**config.mk**
```make
export PLATFORM = sky130hd
export DESIGN_NAME = rtcc_top
export DESIGN_NICKNAME = d
export VERILOG_FILES = /design/src/design/rtcc_pkg.sv /design/src/design/rtcc_top.sv /design/src/design/rtcc_stage.sv
export SDC_FILE = /design/constraint.sdc
export NUM_CORES = 1
export LEC_CHECK = 0
export BUFFER_PORTS_ARGS = -buffer_cell sky130_fd_sc_hd__buf_2
export CORE_ASPECT_RATIO = 1.25
export CORE_MARGIN = 2
export CORE_UTILIZATION = 28
export CTS_CLUSTER_SIZE = 28
export DETAILED_ROUTE_END_ITERATION = 12
export HOLD_SLACK_MARGIN = 0.1
export PLACE_DENSITY = 0.42
export SLEW_MARGIN = 20
export SYNTH_ARGS = -nofsm -noshare
export SYNTH_HDL_FRONTEND = slang
export SYNTH_HIERARCHICAL = 1
export SYNTH_SLANG_ARGS = --single-unit
```
**constraint.sdc**
```tcl
create_clock -name ref_clk -period 8 [get_ports ref_clk]
set_clock_uncertainty 0.05 [all_clocks]
set_input_delay 0 -clock ref_clk [delete_from_list [all_inputs] [get_ports ref_clk]]
set_output_delay 0 -clock ref_clk [all_outputs]
set_load 0.05 [all_outputs]
```
**src/design/rtcc_pkg.sv**
```systemverilog
`default_nettype none
package rtcc_pkg;

	// ----------------------------------------------------------------
	// Register map (word index on the plain register port)
	// ----------------------------------------------------------------
	localparam logic [3:0] ADDR_CTRL       = 4'h0;
	localparam logic [3:0] ADDR_SYS        = 4'h1;
	localparam logic [3:0] ADDR_BASE       = 4'h2;
	localparam logic [3:0] ADDR_BASE_REL   = 4'h3;
	localparam logic [3:0] ADDR_CHAIN_LOW  = 4'h4;
	localparam logic [3:0] ADDR_CHAIN_HIGH = 4'h5;
	localparam logic [3:0] ADDR_REL_LOW    = 4'h6;
	localparam logic [3:0] ADDR_REL_HIGH   = 4'h7;

	// ----------------------------------------------------------------
	// Field positions
	// ----------------------------------------------------------------
	localparam int CTRL_RUN = 0;
	localparam int CTRL_PRE = 1;
	localparam int CTRL_DEC = 2;
	localparam int CTRL_INC = 3;
	localparam int CTRL_ACC = 15;
	localparam int SYS_MODE = 0;
	localparam int SYS_SRST = 1;
	localparam int LOW_B_LSB  = 10;
	localparam int HIGH_D_LSB = 6;

	// ----------------------------------------------------------------
	// Reset values and timing
	// ----------------------------------------------------------------
	localparam logic       RUN_RST    = 1'b1;
	localparam logic       PRE_RST    = 1'b1;
	localparam logic       MODE_RST   = 1'b0;
	localparam logic [2:0] PRESC_LAST = 3'h7;
	localparam logic [1:0] MODE_SETTLE = 2'h3;
	localparam int         NUM_STAGES = 5;

	function automatic int stage_width(input int idx);
		case (idx)
			0:       return 16;
			1:       return 10;
			2:       return 6;
			3:       return 6;
			default: return 10;
		endcase
	endfunction

	typedef struct packed {
		logic        wr;
		logic        rd;
		logic [3:0]  addr;
		logic [15:0] wdata;
	} rtcc_bus_req_t;

	typedef struct packed {
		logic inc;
		logic dec;
		logic pre;
		logic run;
	} rtcc_ctrl_t;

endpackage
`default_nettype wire

```
**src/design/rtcc_top.sv**
```systemverilog
// Behaviour
// - Switchable divide-by-eight prescaler heads the chain
// - Reloadable 16-bit base timer follows prescaler
// - Four reloadable stages 10/6/6/10, two words
// - All stages count upwards only
// - Every stage requests; requests merge into one
// - System reset leaves counters and controls alone
// - Count clock passed through or divided by eight
// - Base timer overflow clocks the 32-bit chain
// - Slower system clock may miss count events
// - Stopped system clock stops synchronous counting
// - One mode bit: clear sync, set async
// - Async mode counts the same synchronised count clock edges
// - Async mode stops counting too when system clock stops
// - Async mode blocks counter and reload writes
// - Block reset: sync mode, prescaler enabled
// - Access flag reads one when full access
// - Add or drop one count pulse, self-clearing
// - Run bit enables counting, set by default
// - Soft reset restores counters and controls, then self-clears
// - Prescaler bit: zero undivided, one divided
`default_nettype none
module rtcc_top (
	input  wire logic                   ref_clk,
	input  wire logic                   rstn,
	input  wire logic                   por_n,
	input  wire logic                   count_clk,
	input  wire rtcc_pkg::rtcc_bus_req_t bus_req,
	output logic                 [15:0] rdata,
	output logic                  [4:0] stage_irq,
	output logic                        node_irq
);

	// ----------------------------------------------------------------
	// Declarations
	// ----------------------------------------------------------------
	localparam int N = rtcc_pkg::NUM_STAGES;

	logic                 cnt_s1;
	logic                 cnt_s2;
	logic                 cnt_s3;
	logic                 next_cnt_s1;
	logic                 next_cnt_s2;
	logic                 next_cnt_s3;
	rtcc_pkg::rtcc_ctrl_t ctrl;
	rtcc_pkg::rtcc_ctrl_t next_ctrl;
	logic                 mode_sel;
	logic                 next_mode_sel;
	logic                 mode_eff;
	logic                 next_mode_eff;
	logic [1:0]           settle;
	logic [1:0]           next_settle;
	logic                 soft_pend;
	logic                 next_soft_pend;
	logic [2:0]           presc;
	logic [2:0]           next_presc;
	logic [15:0]          next_rdata;
	logic [4:0]           next_stage_irq;
	logic                 next_node_irq;
	logic                 block_clr;
	logic                 raw_evt;
	logic                 count_evt;
	logic                 base_evt;
	logic                 base_tick;
	logic                 base_double;
	logic                 access_flag;
	logic                 wr_open;
	logic [N-1:0]         tick;
	logic [N-1:0]         ovf;
	logic [N-1:0]         cnt_we;
	logic [N-1:0]         rel_we;
	logic [15:0]          cnt_wd [N];
	logic [15:0]          rel_wd [N];
	logic [15:0]          val [N];
	logic [15:0]          rel [N];

	function automatic logic wr_hit(input rtcc_pkg::rtcc_bus_req_t req, input logic [3:0] a);
		return req.wr && (req.addr == a);
	endfunction

	function automatic logic [15:0] field(input logic [15:0] word, input int lsb, input int w);
		return (word >> lsb) & ((16'(1) << w) - 16'(1));
	endfunction

	// ----------------------------------------------------------------
	// Count clock synchroniser and event detect
	// ----------------------------------------------------------------
	// Needs ref_clk at least four times count_clk; slower, edges are lost
	always_comb begin
		next_cnt_s1 = count_clk;
		next_cnt_s2 = cnt_s1;
		next_cnt_s3 = cnt_s2;
	end

	always_ff @(posedge ref_clk) begin
		if (!rstn) begin
			cnt_s1 <= 1'b0;
			cnt_s2 <= 1'b0;
			cnt_s3 <= 1'b0;
		end else begin
			cnt_s1 <= next_cnt_s1;
			cnt_s2 <= next_cnt_s2;
			cnt_s3 <= next_cnt_s3;
		end
	end

	// Single-clock build: both modes take edges from the same sampled
	// count clock, so a halted ref_clk halts counting in either mode
	assign raw_evt   = cnt_s2 & ~cnt_s3;
	assign count_evt = raw_evt & ctrl.run;
	assign base_evt  = ctrl.pre ? (count_evt && presc == rtcc_pkg::PRESC_LAST) : count_evt;

	// Both correction bits together cancel out
	assign base_tick   = base_evt & ~(ctrl.dec & ~ctrl.inc);
	assign base_double = ctrl.inc & ~ctrl.dec;

	// ----------------------------------------------------------------
	// Control, mode and prescaler
	// ----------------------------------------------------------------
	assign block_clr   = ~por_n | soft_pend;
	assign access_flag = ~mode_eff;
	assign wr_open     = ~mode_sel & ~mode_eff;

	always_comb begin
		next_ctrl      = ctrl;
		next_mode_sel  = mode_sel;
		next_mode_eff  = mode_eff;
		next_settle    = settle;
		next_presc     = presc;
		next_soft_pend = 1'b0;
		if (block_clr) begin
			next_ctrl.run = rtcc_pkg::RUN_RST;
			next_ctrl.pre = rtcc_pkg::PRE_RST;
			next_ctrl.inc = 1'b0;
			next_ctrl.dec = 1'b0;
			next_mode_sel = rtcc_pkg::MODE_RST;
			next_mode_eff = rtcc_pkg::MODE_RST;
			next_settle   = '0;
			next_presc    = '0;
		end else begin
			if (ctrl.pre && count_evt)
				next_presc = presc + 3'h1;
			// Hardware clears a correction once done; a new write wins
			if (base_evt) begin
				next_ctrl.inc = 1'b0;
				next_ctrl.dec = 1'b0;
			end
			if (wr_hit(bus_req, rtcc_pkg::ADDR_CTRL)) begin
				next_ctrl.run = bus_req.wdata[rtcc_pkg::CTRL_RUN];
				next_ctrl.pre = bus_req.wdata[rtcc_pkg::CTRL_PRE];
				next_ctrl.inc = bus_req.wdata[rtcc_pkg::CTRL_INC] | next_ctrl.inc;
				next_ctrl.dec = bus_req.wdata[rtcc_pkg::CTRL_DEC] | next_ctrl.dec;
			end
			if (wr_hit(bus_req, rtcc_pkg::ADDR_SYS)) begin
				next_mode_sel  = bus_req.wdata[rtcc_pkg::SYS_MODE];
				next_soft_pend = bus_req.wdata[rtcc_pkg::SYS_SRST];
			end
			// Flag only moves once the new mode has settled
			if (mode_sel != mode_eff) begin
				next_settle = settle + 2'h1;
				if (settle == rtcc_pkg::MODE_SETTLE) begin
					next_mode_eff = mode_sel;
					next_settle   = '0;
				end
			end else begin
				next_settle = '0;
			end
		end
	end

	// Held across rstn: only por_n or the soft reset restore these
	always_ff @(posedge ref_clk) begin
		ctrl      <= next_ctrl;
		mode_sel  <= next_mode_sel;
		mode_eff  <= next_mode_eff;
		settle    <= next_settle;
		presc     <= next_presc;
		soft_pend <= next_soft_pend;
	end

	// ----------------------------------------------------------------
	// Write steering into the stages
	// ----------------------------------------------------------------
	always_comb begin
		cnt_we[0] = wr_open & wr_hit(bus_req, rtcc_pkg::ADDR_BASE);
		rel_we[0] = wr_open & wr_hit(bus_req, rtcc_pkg::ADDR_BASE_REL);
		cnt_we[1] = wr_open & wr_hit(bus_req, rtcc_pkg::ADDR_CHAIN_LOW);
		rel_we[1] = wr_open & wr_hit(bus_req, rtcc_pkg::ADDR_REL_LOW);
		cnt_we[2] = cnt_we[1];
		rel_we[2] = rel_we[1];
		cnt_we[3] = wr_open & wr_hit(bus_req, rtcc_pkg::ADDR_CHAIN_HIGH);
		rel_we[3] = wr_open & wr_hit(bus_req, rtcc_pkg::ADDR_REL_HIGH);
		cnt_we[4] = cnt_we[3];
		rel_we[4] = rel_we[3];
		cnt_wd[0] = bus_req.wdata;
		cnt_wd[1] = field(bus_req.wdata, 0, rtcc_pkg::stage_width(1));
		cnt_wd[2] = field(bus_req.wdata, rtcc_pkg::LOW_B_LSB, rtcc_pkg::stage_width(2));
		cnt_wd[3] = field(bus_req.wdata, 0, rtcc_pkg::stage_width(3));
		cnt_wd[4] = field(bus_req.wdata, rtcc_pkg::HIGH_D_LSB, rtcc_pkg::stage_width(4));
		for (int k = 0; k < N; k++)
			rel_wd[k] = cnt_wd[k];
	end

	// ----------------------------------------------------------------
	// Counter chain
	// ----------------------------------------------------------------
	genvar i;
	generate
		for (i = 0; i < N; i++) begin : g_stage
			if (i == 0) begin : g_head
				assign tick[i] = base_tick;
			end else begin : g_link
				assign tick[i] = ovf[i-1];
			end
			rtcc_stage #(
				.W (rtcc_pkg::stage_width(i))
			) u_stage (
				.ref_clk     (ref_clk),
				.clr         (block_clr),
				.tick        (tick[i]),
				.double_step ((i == 0) ? base_double : 1'b0),
				.cnt_we      (cnt_we[i]),
				.cnt_wd      (cnt_wd[i]),
				.rel_we      (rel_we[i]),
				.rel_wd      (rel_wd[i]),
				.value       (val[i]),
				.reload      (rel[i]),
				.ovf         (ovf[i])
			);
		end
	endgenerate

	// ----------------------------------------------------------------
	// Read data and requests
	// ----------------------------------------------------------------
	always_comb begin
		next_rdata = 16'h0000;
		if (bus_req.rd) begin
			case (bus_req.addr)
				rtcc_pkg::ADDR_CTRL: begin
					next_rdata[rtcc_pkg::CTRL_ACC] = access_flag;
					next_rdata[rtcc_pkg::CTRL_INC] = ctrl.inc;
					next_rdata[rtcc_pkg::CTRL_DEC] = ctrl.dec;
					next_rdata[rtcc_pkg::CTRL_PRE] = ctrl.pre;
					next_rdata[rtcc_pkg::CTRL_RUN] = ctrl.run;
				end
				rtcc_pkg::ADDR_SYS:        next_rdata[rtcc_pkg::SYS_MODE] = mode_sel;
				rtcc_pkg::ADDR_BASE:       next_rdata = val[0];
				rtcc_pkg::ADDR_BASE_REL:   next_rdata = rel[0];
				rtcc_pkg::ADDR_CHAIN_LOW:  next_rdata = {val[2][5:0], val[1][9:0]};
				rtcc_pkg::ADDR_CHAIN_HIGH: next_rdata = {val[4][9:0], val[3][5:0]};
				rtcc_pkg::ADDR_REL_LOW:    next_rdata = {rel[2][5:0], rel[1][9:0]};
				rtcc_pkg::ADDR_REL_HIGH:   next_rdata = {rel[4][9:0], rel[3][5:0]};
				default:                   next_rdata = 16'h0000;
			endcase
		end
		next_stage_irq = ovf;
		next_node_irq  = |ovf;
	end

	always_ff @(posedge ref_clk) begin
		if (!rstn) begin
			rdata     <= 16'h0000;
			stage_irq <= 5'h00;
			node_irq  <= 1'b0;
		end else begin
			rdata     <= next_rdata;
			stage_irq <= next_stage_irq;
			node_irq  <= next_node_irq;
		end
	end
endmodule
`default_nettype wire

```
**src/design/rtcc_stage.sv**
```systemverilog
`default_nettype none
module rtcc_stage #(
	parameter int W = 16
) (
	input  wire logic        ref_clk,
	input  wire logic        clr,
	input  wire logic        tick,
	input  wire logic        double_step,
	input  wire logic        cnt_we,
	input  wire logic [15:0] cnt_wd,
	input  wire logic        rel_we,
	input  wire logic [15:0] rel_wd,
	output logic      [15:0] value,
	output logic      [15:0] reload,
	output logic             ovf
);

	localparam logic [W:0] STEP_ONE = (W+1)'(1);
	localparam logic [W:0] STEP_TWO = (W+1)'(2);

	logic [W-1:0] cnt;
	logic [W-1:0] rel;
	logic [W-1:0] next_cnt;
	logic [W-1:0] next_rel;
	logic [W:0]   sum;

	// Up-only step; the carry out of the top bit marks an overflow
	assign sum    = {1'b0, cnt} + (double_step ? STEP_TWO : STEP_ONE);
	assign ovf    = tick & sum[W];
	assign value  = 16'(cnt);
	assign reload = 16'(rel);

	always_comb begin
		next_cnt = cnt;
		next_rel = rel;
		if (clr) begin
			next_cnt = '0;
			next_rel = '0;
		end else begin
			if (rel_we)
				next_rel = rel_wd[W-1:0];
			// Counting beats a racing write so no time is lost
			if (tick) begin
				if (sum[W])
					next_cnt = rel + sum[W-1:0];
				else
					next_cnt = sum[W-1:0];
			end else if (cnt_we) begin
				next_cnt = cnt_wd[W-1:0];
			end
		end
	end

	// No system reset here: only the block clear touches the count
	always_ff @(posedge ref_clk) begin
		cnt <= next_cnt;
		rel <= next_rel;
	end

endmodule
`default_nettype wire

```
==> results of run 1 <==
==> worst paths after layout <==
kind	end	cells after the start	from
setup / recovery	g_stage[4].u_stage/cnt[6]	18	ctrl[3]
hold / removal	rdata[3]	4	bus_req[19]
setup reg to reg	g_stage[4].u_stage/cnt[6]	18	ctrl[3]
hold reg to reg	settle[0]	1	settle[0]
==> sequential cells by signal, indices dropped and copies added (netlist names) <==
signal / cells
g_stage.u_stage/cnt: 32
g_stage.u_stage/rel: 32
g_stage.u_stage/reload: 16
g_stage.u_stage/value: 16
rdata: 16
stage_irq: 5
ctrl: 4
presc: 3
settle: 2
cnt_s1: 1
cnt_s2: 1
cnt_s3: 1
mode_eff: 1
mode_sel: 1
node_irq: 1
soft_pend: 1
==> worst reg2reg max path, cell delays in order (launching register included) <==
cell      delay [ps]
dfxtp_1          330
nor2b_1          190
inv_1             70
ha_1             190
fa_1             230
nand3_1          200
nor3_1           290
and3_1           700
inv_1            400
nor3_1           310
buf_4            220
and2_1           500
and2_1           610
inv_1            370
nor3_1           320
a211oi_1          80
a211oi_1         230
a21oi_1           60
nor2_1            90
==> per-layer routing <==
metal,GRT usage (%),share of wire [%],up-vias
met2,33.1,50,152
met1,24.1,45,4106
met4,6.66,2.7,0
met5,0,0,-
met3,2.45,2.4,33
li1,-,-,4198
==> final cells by class <==
type	count	area, µm²
Fill cell	3630	23000
Multi-Input combinational cell	900	6670
Sequential cell	133	2660
Timing Repair Buffer	92	648
Tap cell	429	537
Clock buffer	18	439
Clock inverter	14	138
Inverter	28	106
==> metrics by stage <==
stage	cell area [µm²]	setup WS [ps]	power, W
4_1_cts	11200	2520	0.00163
2_1_floorplan	9720	4110	0.000776
5_1_grt	11200	1870	0.00167
3_3_place_gp	10300	2720	0.000832
6_report	11200	2490	0.00161
3_5_place_dp	10300	2560	0.000831
==> repair_timing <==
item / in CTS / in global routing
hold buffers: 30 / 0
endpoints found under the hold margin: 107 / 0
setup endpoints to repair: 0 / 0
==> where the power goes <==
| group | leakage, nW | internal (W) | switching, W |
|---|---|---|---|
| Combinational | 3.01 | 0.0000519 | 0.0000927 |
| Sequential | 1.07 | 0.000670 | 0.0000107 |
| Clock | 0.279 | 0.000443 | 0.000346 |
==> key figures, run 1 <==
Placed design
  – Port Buffers: 47
  – Post-DP HPWL: approximately 25 mm
  – GPL Wtd Cong: just under 0.9
  – Placed cells: between 1,500 and 2,000

Layout
  – Most frequent cells in the layout: dfxtp_1 (133), mux2i_1 (97), nor2_1 (94)
  – Share of cells above drive strength 1: a little under an eighth
  – Post-Route Utilization: 32.7%
  – Layout Cells excl Fill: around 1,600
  – Ant. Diodes: 0
  – Total Nets Final: 1,270
  – Most common cell after layout, fill and taps aside: dfxtp_1
  – Layout area overhead: 15.7%

Critical path
  – Slowest cell on the critical path: and3_1
  – Crit path cell chain: nor2b_1 > inv_1 > ha_1 > fa_1 > nand3_1 > nor3_1 > and3_1 > inv_1 > nor3_1 > buf_4 > and2_1 > and2_1 > inv_1 > nor3_1 > a211oi_1 > a211oi_1 > a21oi_1 > nor2_1
  – Buf+Inv Stages, Crit Path: 4
  – CP Class: flop to flop
  – Worst path required time: 8310 ps
  – FF-to-FF setup slack: around 2500 ps
  – Max FO, Critical Path: 18
  – Startpoint Class: flop
  – Worst setup EP type: flop
  – Peak per-stage delay on the critical path: 700 ps
  – CP arrival: slightly below 6000 ps
  – Family with the most delay on the worst path: simple AND/OR/NAND/NOR gates

Die
  – Number of I/O pins: between 40 and 50
  – Die span in y: 212 µm
  – FP Rows: 76
  – Initial core utilization: 28.3%
  – Die width: 170 µm
  – Core Region: about 0.034 mm²
  – Die ar.: ~0.036 mm²

Logic synthesis
  – Synthesized area per cell: 8.71 µm²
  – Post-Syn Area: just under 0.01 mm²
  – Synth warnings: 6
  – Cells after Synth: 1,112

Detailed routing
  – DR vias/cell: 5.26
  – DR DRC count: 0
  – DRT antenna net count: 0
  – Initial DRC count: around 540
  – Drt total wl: between 30 and 40 mm
  – Wirelength per Cell: between 20 and 25 µm
  – Routed vias: 8,489
  – Pre-antenna DRT Iters: 7

Clocking
  – Postcts setup bufs: 0
  – CTS Buf Count: 17
  – CTS tree: done
  – Worst-Skew Late Latency: approximately 440 ps
  – H-tree depth: 4
  – Clock transition at path regs: roughly 70 ps
  – CTS Sinks: about 130
  – Root buf cell: clkbuf_16
  – Clk buf depth: 2
  – Count of cells resized by post-cts repair: 0

Timing
  – Fin. Hold Viols: 0
  – Worst Max-Slew Pin Slew: between 900 and 1000 ps
  – Max Clk Rate: 0.182 GHz
  – Final slew viol count: 0
  – Slew HR: 33.5%
  – Final setup vio count: 0
  – Final critical-path required period: 5510 ps
  – Setup TNS: 0 ps
  – RSZ-0062 raised after global routing: no
  – Period utilization: 68.8%
  – Fin Hold WS: 197 ps

Flow run
  – Max-cap violation count: 0

GRT
  – Largest net degree at the start of global routing: 81
  – First-pass GRT wire length: slightly above 50 mm
  – Global route overflow: 0
  – Initial antenna violation count: 0
  – Vias in the first global route: ~8,500
  – Total GRT Usage: 19.0%

Hold path
  – Worst hold path class: input port to flop

Power and ir drop
  – PD cells: between 100 and 150 mW/mm²
  – Worst-case vdd ir drop: 134 µV
  – Leakage: roughly 4.4 nW

Outcome
  – Status: complete, no violations
No activity file was read; power rests on OpenSTA's default activity.
==> run 2, diff against run 1 <==
- PLACE_DENSITY: 0.42 -> 0.43
- clock period: 8 -> 4.5 ns (I/O delays scaled with it)
==> key figures, run 2 (synthesis results as in run 1) <==
Outcome
  – Status: complete, no violations

Clocking
  – Clk buf depth: 2
  – Postcts setup bufs: 0
  – Root buf cell: clkbuf_16
  – H-tree depth: 4
  – CTS tree: done
  – Worst-Skew Late Latency: 430 ps
  – Clock transition at path regs: 70 ps
  – CTS Buf Count: 17
  – CTS Sinks: 133

Detailed routing
  – Pre-antenna DRT Iters: 8
  – Routed vias: around 8,500
  – DR DRC count: 0
  – DRT antenna net count: 0
  – Initial DRC count: between 400 and 500
  – Drt total wl: 33.4 mm
  – Wirelength per Cell: 20.6 µm
  – DR vias/cell: approximately 5.3

Critical path
  – CP Launch Point: ctrl[3]
  – Peak per-stage delay on the critical path: around 550 ps
  – CP arrival: between 4000 and 5000 ps
  – Max FO, Critical Path: 15
  – Crit path cell chain: nor2b_1 > inv_1 > ha_1 > fa_1 > nand3_1 > nor3_1 > and3_1 > inv_1 > nor3_1 > and2_1 > and2_1 > buf_4 > inv_1 > nor4_1 > or4_1 > o21a_1
  – Worst path required time: slightly below 5000 ps
  – CP Class: flop to flop
  – Startpoint Class: flop
  – CP dominant cell by count: inv_1
  – Worst r2r src: ctrl[3]
  – Slowest cell on the critical path: nor4_1
  – Buf+Inv Stages, Crit Path: 4
  – Reg2Reg Depth: 16
  – Family with the most delay on the worst path: simple AND/OR/NAND/NOR gates
  – Crit. path cell count: 16
  – Worst setup EP type: flop

Placed design
  – GPL Wtd Cong: around 0.84
  – Port Buffers: between 40 and 50
  – Post-DP HPWL: around 25 mm
  – Placed cell area: slightly above 0.01 mm²

Timing
  – Period utilization: approximately 85%
  – Final critical-path required period: 3820 ps
  – Setup TNS: 0 ps
  – RSZ-0062 raised after global routing: no
  – Max Clk Rate: approximately 0.26 GHz
  – Fin. Hold Viols: 0
  – Slew HR: between 30% and 40%
  – Final slew viol count: 0
  – Final setup vio count: 0
  – Worst Max-Slew Pin Slew: around 900 ps

Layout
  – Design area: 0.0113 mm²
  – Share of cells above drive strength 1: around an eighth
  – Most common cell after layout, fill and taps aside: dfxtp_1
  – Largest registers: g_stage.u_stage/cnt (32), g_stage.u_stage/rel (32)
  – Total Nets Final: between 1,000 and 1,500
  – Ant. Diodes: 0
  – Most frequent cells in the layout: dfxtp_1 (133), mux2i_1 (97), nor2_1 (94)
  – Layout area overhead: 16.6%

Power and ir drop
  – PD cells: between 200 and 300 mW/mm²
  – Worst-case vdd ir drop: between 200 and 250 µV
  – Leakage: 4.41 nW

Die
  – FP Rows: between 70 and 80
  – Die width: between 150 and 200 µm
  – Die span in y: approximately 210 µm
  – Number of I/O pins: 48
  – Die ar.: 0.0361 mm²
  – Core Region: approximately 0.034 mm²
  – Initial core utilization: roughly 28%

GRT
  – Global route overflow: 0
  – First-pass GRT wire length: about 52 mm
  – Vias in the first global route: 8,407
  – GR Util met2: between 30% and 40%
  – Largest net degree at the start of global routing: between 70 and 80
  – M1 GR Usage: 23.9%
  – M3 GR Usage: 2.49%
  – Initial antenna violation count: 1
  – Total GRT Usage: between 10% and 20%
  – Grt peak-use layer: met2

Hold path
  – HP Start: bus_req[19]
  – Worst hold path class: input port to flop
  – Hold path cells: 5

Flow run
  – Max-cap violation count: 0
## run 2: worst paths after layout
path / endpoint / slack (ps)
max reg2reg: node_irq / 680
min reg2reg: settle[0] / 380
max: node_irq / 680
min: rdata[5] / 120
## run 2: stage by stage
stage | setup slack, ps | power [W] | hold slack, ps | instances | util [%]
finish | 680 | 0.00302 | 122 | 1617 | 33.0
global route | 300 | 0.00314 | 130 | 1617 | 33.0
CTS | 686 | 0.00306 | 118 | 1617 | 33.0
detailed placement | 715 | 0.00148 | 197 | 1558 | 30.3
global placement | 826 | 0.00148 | 184 | 1558 | 30.3
floorplan | 605 | 0.00138 | 68.3 | 1123 | -
## run 2: layout make-up
type / instances / area, µm²
clock inverters: 11 / 173
clock buffers: 20 / 467
inverters: 28 / 106
repair buffers: 96 / 673
fillers: 3608 / 22900
well taps: 429 / 537
multi-input cells: 900 / 6670
flip-flops and latches: 133 / 2660
## run 2: power breakdown
| part | internal (W) | leakage (nW) | switching [W] |
|---|---|---|---|
| Combinational | 0.0000928 | 3.03 | 0.000162 |
| Sequential | 0.00119 | 1.07 | 0.0000188 |
| Clock | 0.000973 | 0.313 | 0.000577 |
## run 2: routing by layer
metal | up-vias | routed length [µm]
li1 | 4195 | -
met1 | 4109 | 14800
met2 | 158 | 16400
met3 | 49 | 1060
met4 | 0 | 1100
met5 | - | 0
## run 2: timing repair
item	in CTS	in global routing
hold endpoints to repair	106	0
hold buffers	28	0
gates resized for setup	0	0
## run 2: worst min-delay path, stage by stage
cell and delay (ps):
buf_2 150, nor2b_1 60, buf_4 170, o21ai_0 90
a31oi_1 90
==> run 3, diff against run 2 <==
- PLACE_DENSITY: 0.43 -> 0.42
- clock period: 4.5 -> 3.67 ns (I/O delays scaled with it)
==> key figures, run 3 (synthesis results as in run 1) <==
Clocking
  – CTS Buf Count: 17
  – Worst-Skew Late Latency: roughly 430 ps
  – Clock transition at path regs: approximately 60 ps
  – CTS tree: done
  – Root buf cell: clkbuf_16
  – Postcts setup bufs: 0
  – H-tree depth: 4
  – Clk buf depth: 2
  – CTS Sinks: 133

Critical path
  – Max FO, Critical Path: 6
  – Worst path required time: just under 4000 ps
  – Startpoint Class: flop
  – Crit path cell chain: nor2b_2 > inv_1 > ha_1 > fa_1 > nand3_2 > nor2_4 > nand2_1 > xnor2_1 > ha_1 > a21oi_1 > nor2_1 > a211oi_1 > o211ai_1 > xnor2_1 > o41ai_2
  – CP Class: flop to flop
  – Buf+Inv Stages, Crit Path: 1
  – Worst setup EP type: flop
  – Peak per-stage delay on the critical path: approximately 420 ps
  – CP arrival: approximately 3700 ps
  – Slowest cell on the critical path: fa_1
  – Family with the most delay on the worst path: adder cells

GRT
  – First-pass GRT wire length: about 51 mm
  – Largest net degree at the start of global routing: 75
  – M3 GR Usage: under 10%
  – Grt peak-use layer: met2
  – Global route overflow: 0
  – M1 GR Usage: between 20 and 25%
  – Total GRT Usage: 18.5%
  – Initial antenna violation count: 2
  – Vias in the first global route: around 8,500
  – GR Util met2: ~33%

Timing
  – Final setup vio count: 0
  – Worst Max-Slew Pin Slew: approximately 810 ps
  – Max Clk Rate: slightly below 0.3 GHz
  – RSZ-0062 raised after global routing: no
  – Setup TNS: 0 ps
  – Fin. Hold Viols: 0
  – Slew HR: 45.7%
  – Period utilization: 92.9%
  – Final slew viol count: 0
  – Final critical-path required period: about 3400 ps

Power and ir drop
  – PD cells: 309 mW/mm²
  – NetSw: slightly below 0.0009 W
  – Internal power: between 0.002 and 0.003 W
  – Power share of the clock group: about half
  – Leakage: around 4.4 nW
  – Worst-case vdd ir drop: 245 µV
  – Comb pwr share: 8.8%
  – Switching Share: between 20% and 30%
  – Flop pwr share: a little over two fifths

Detailed routing
  – Drt total wl: 32.4 mm
  – DR vias/cell: approximately 5.2
  – Wirelength per Cell: roughly 20 µm
  – DR DRC count: 0
  – Pre-antenna DRT Iters: 5
  – DRT antenna net count: 0
  – Initial DRC count: 524
  – Routed vias: around 8,400

Placed design
  – Port Buffers: 47
  – GPL Wtd Cong: ~0.89
  – Post-DP HPWL: between 20 and 25 mm

Layout
  – Post-Route Utilization: roughly a third
  – Total Nets Final: approximately 1,300
  – Largest registers: g_stage.u_stage/cnt (32), g_stage.u_stage/rel (32)
  – Most frequent cells in the layout: dfxtp_1 (133), mux2i_1 (97), nor2_1 (93)
  – Share of cells above drive strength 1: 12.5%
  – Most common cell after layout, fill and taps aside: dfxtp_1
  – FILL cells: roughly 3,600
  – Layout area overhead: 16.1%

Die
  – FP Rows: 76
  – Die span in y: approximately 210 µm
  – Number of I/O pins: between 40 and 50
  – Die width: about 170 µm
  – Initial core utilization: between 20% and 30%
  – Core Region: roughly 0.034 mm²
  – Die ar.: between 0.03 and 0.04 mm²

Hold path
  – Worst hold path class: input port to flop

Flow run
  – Max-cap violation count: 0

Outcome
  – Status: complete, no violations
==> run 3: layout make-up <==
class | count | area [µm²] | share of cell area [%]
timing repair buffer | 95 | 671 | 5.97
clock inverter | 4 | 45.0 | 0.401
clock buffer | 25 | 515 | 4.59
multi-input combinational | 900 | 6700 | 59.6
inverter | 28 | 106 | 0.946
tap | 429 | 537 | 4.78
antenna | 1 | 2.50 | 0.0223
sequential | 133 | 2660 | 23.7
==> run 3: stage by stage <==
step                      total power [W]  instances  worst slack, ps  instance area [µm²]  hold WS [ps]
after floorplan                   0.00169       1123             10.4                 9730          68.3
after global placement            0.00180       1560              143                10400           174
after detailed placement          0.00180       1560             48.2                10400           179
after CTS                         0.00351       1614             29.9                11200           118
after global routing              0.00360       1615             5.24                11200           189
final                             0.00347       1615              261                11200           148
==> run 3: power groups by stage <==
stage / Clock (W) / Combinational, W / Sequential, W
floorplan: 0 / 0.000184 / 0.00151
finish: 0.00168 / 0.000306 / 0.00148
detailed placement: 0 / 0.000285 / 0.00152
CTS: 0.00172 / 0.000308 / 0.00148
global placement: 0 / 0.000285 / 0.00152
global route: 0.00178 / 0.000336 / 0.00149
==> run 3: worst paths after layout <==
check	start	to	slack [ps]	depth (start not counted)
setup reg to reg	ctrl[3]	g_stage[0].u_stage/value[15]	260	15
hold / removal	bus_req[19]	rdata[12]	150	2
hold reg to reg	settle[0]	settle[0]	380	1
setup / recovery	ctrl[3]	g_stage[0].u_stage/value[15]	260	15
==> run 3: repair_timing <==
action                                  4_1_cts  5_1_grt
resized for setup                             0        6
endpoints found under the setup margin        0       10
endpoints found under the hold margin       110        0
hold buffers                                 25        0
==> run 3: routing by layer <==
metal  wire, µm  vias to the layer above
met5          0                        -
met4        503                        0
met3        941                       22
met2      16500                      143
met1      14500                     4075
li1           -                     4192
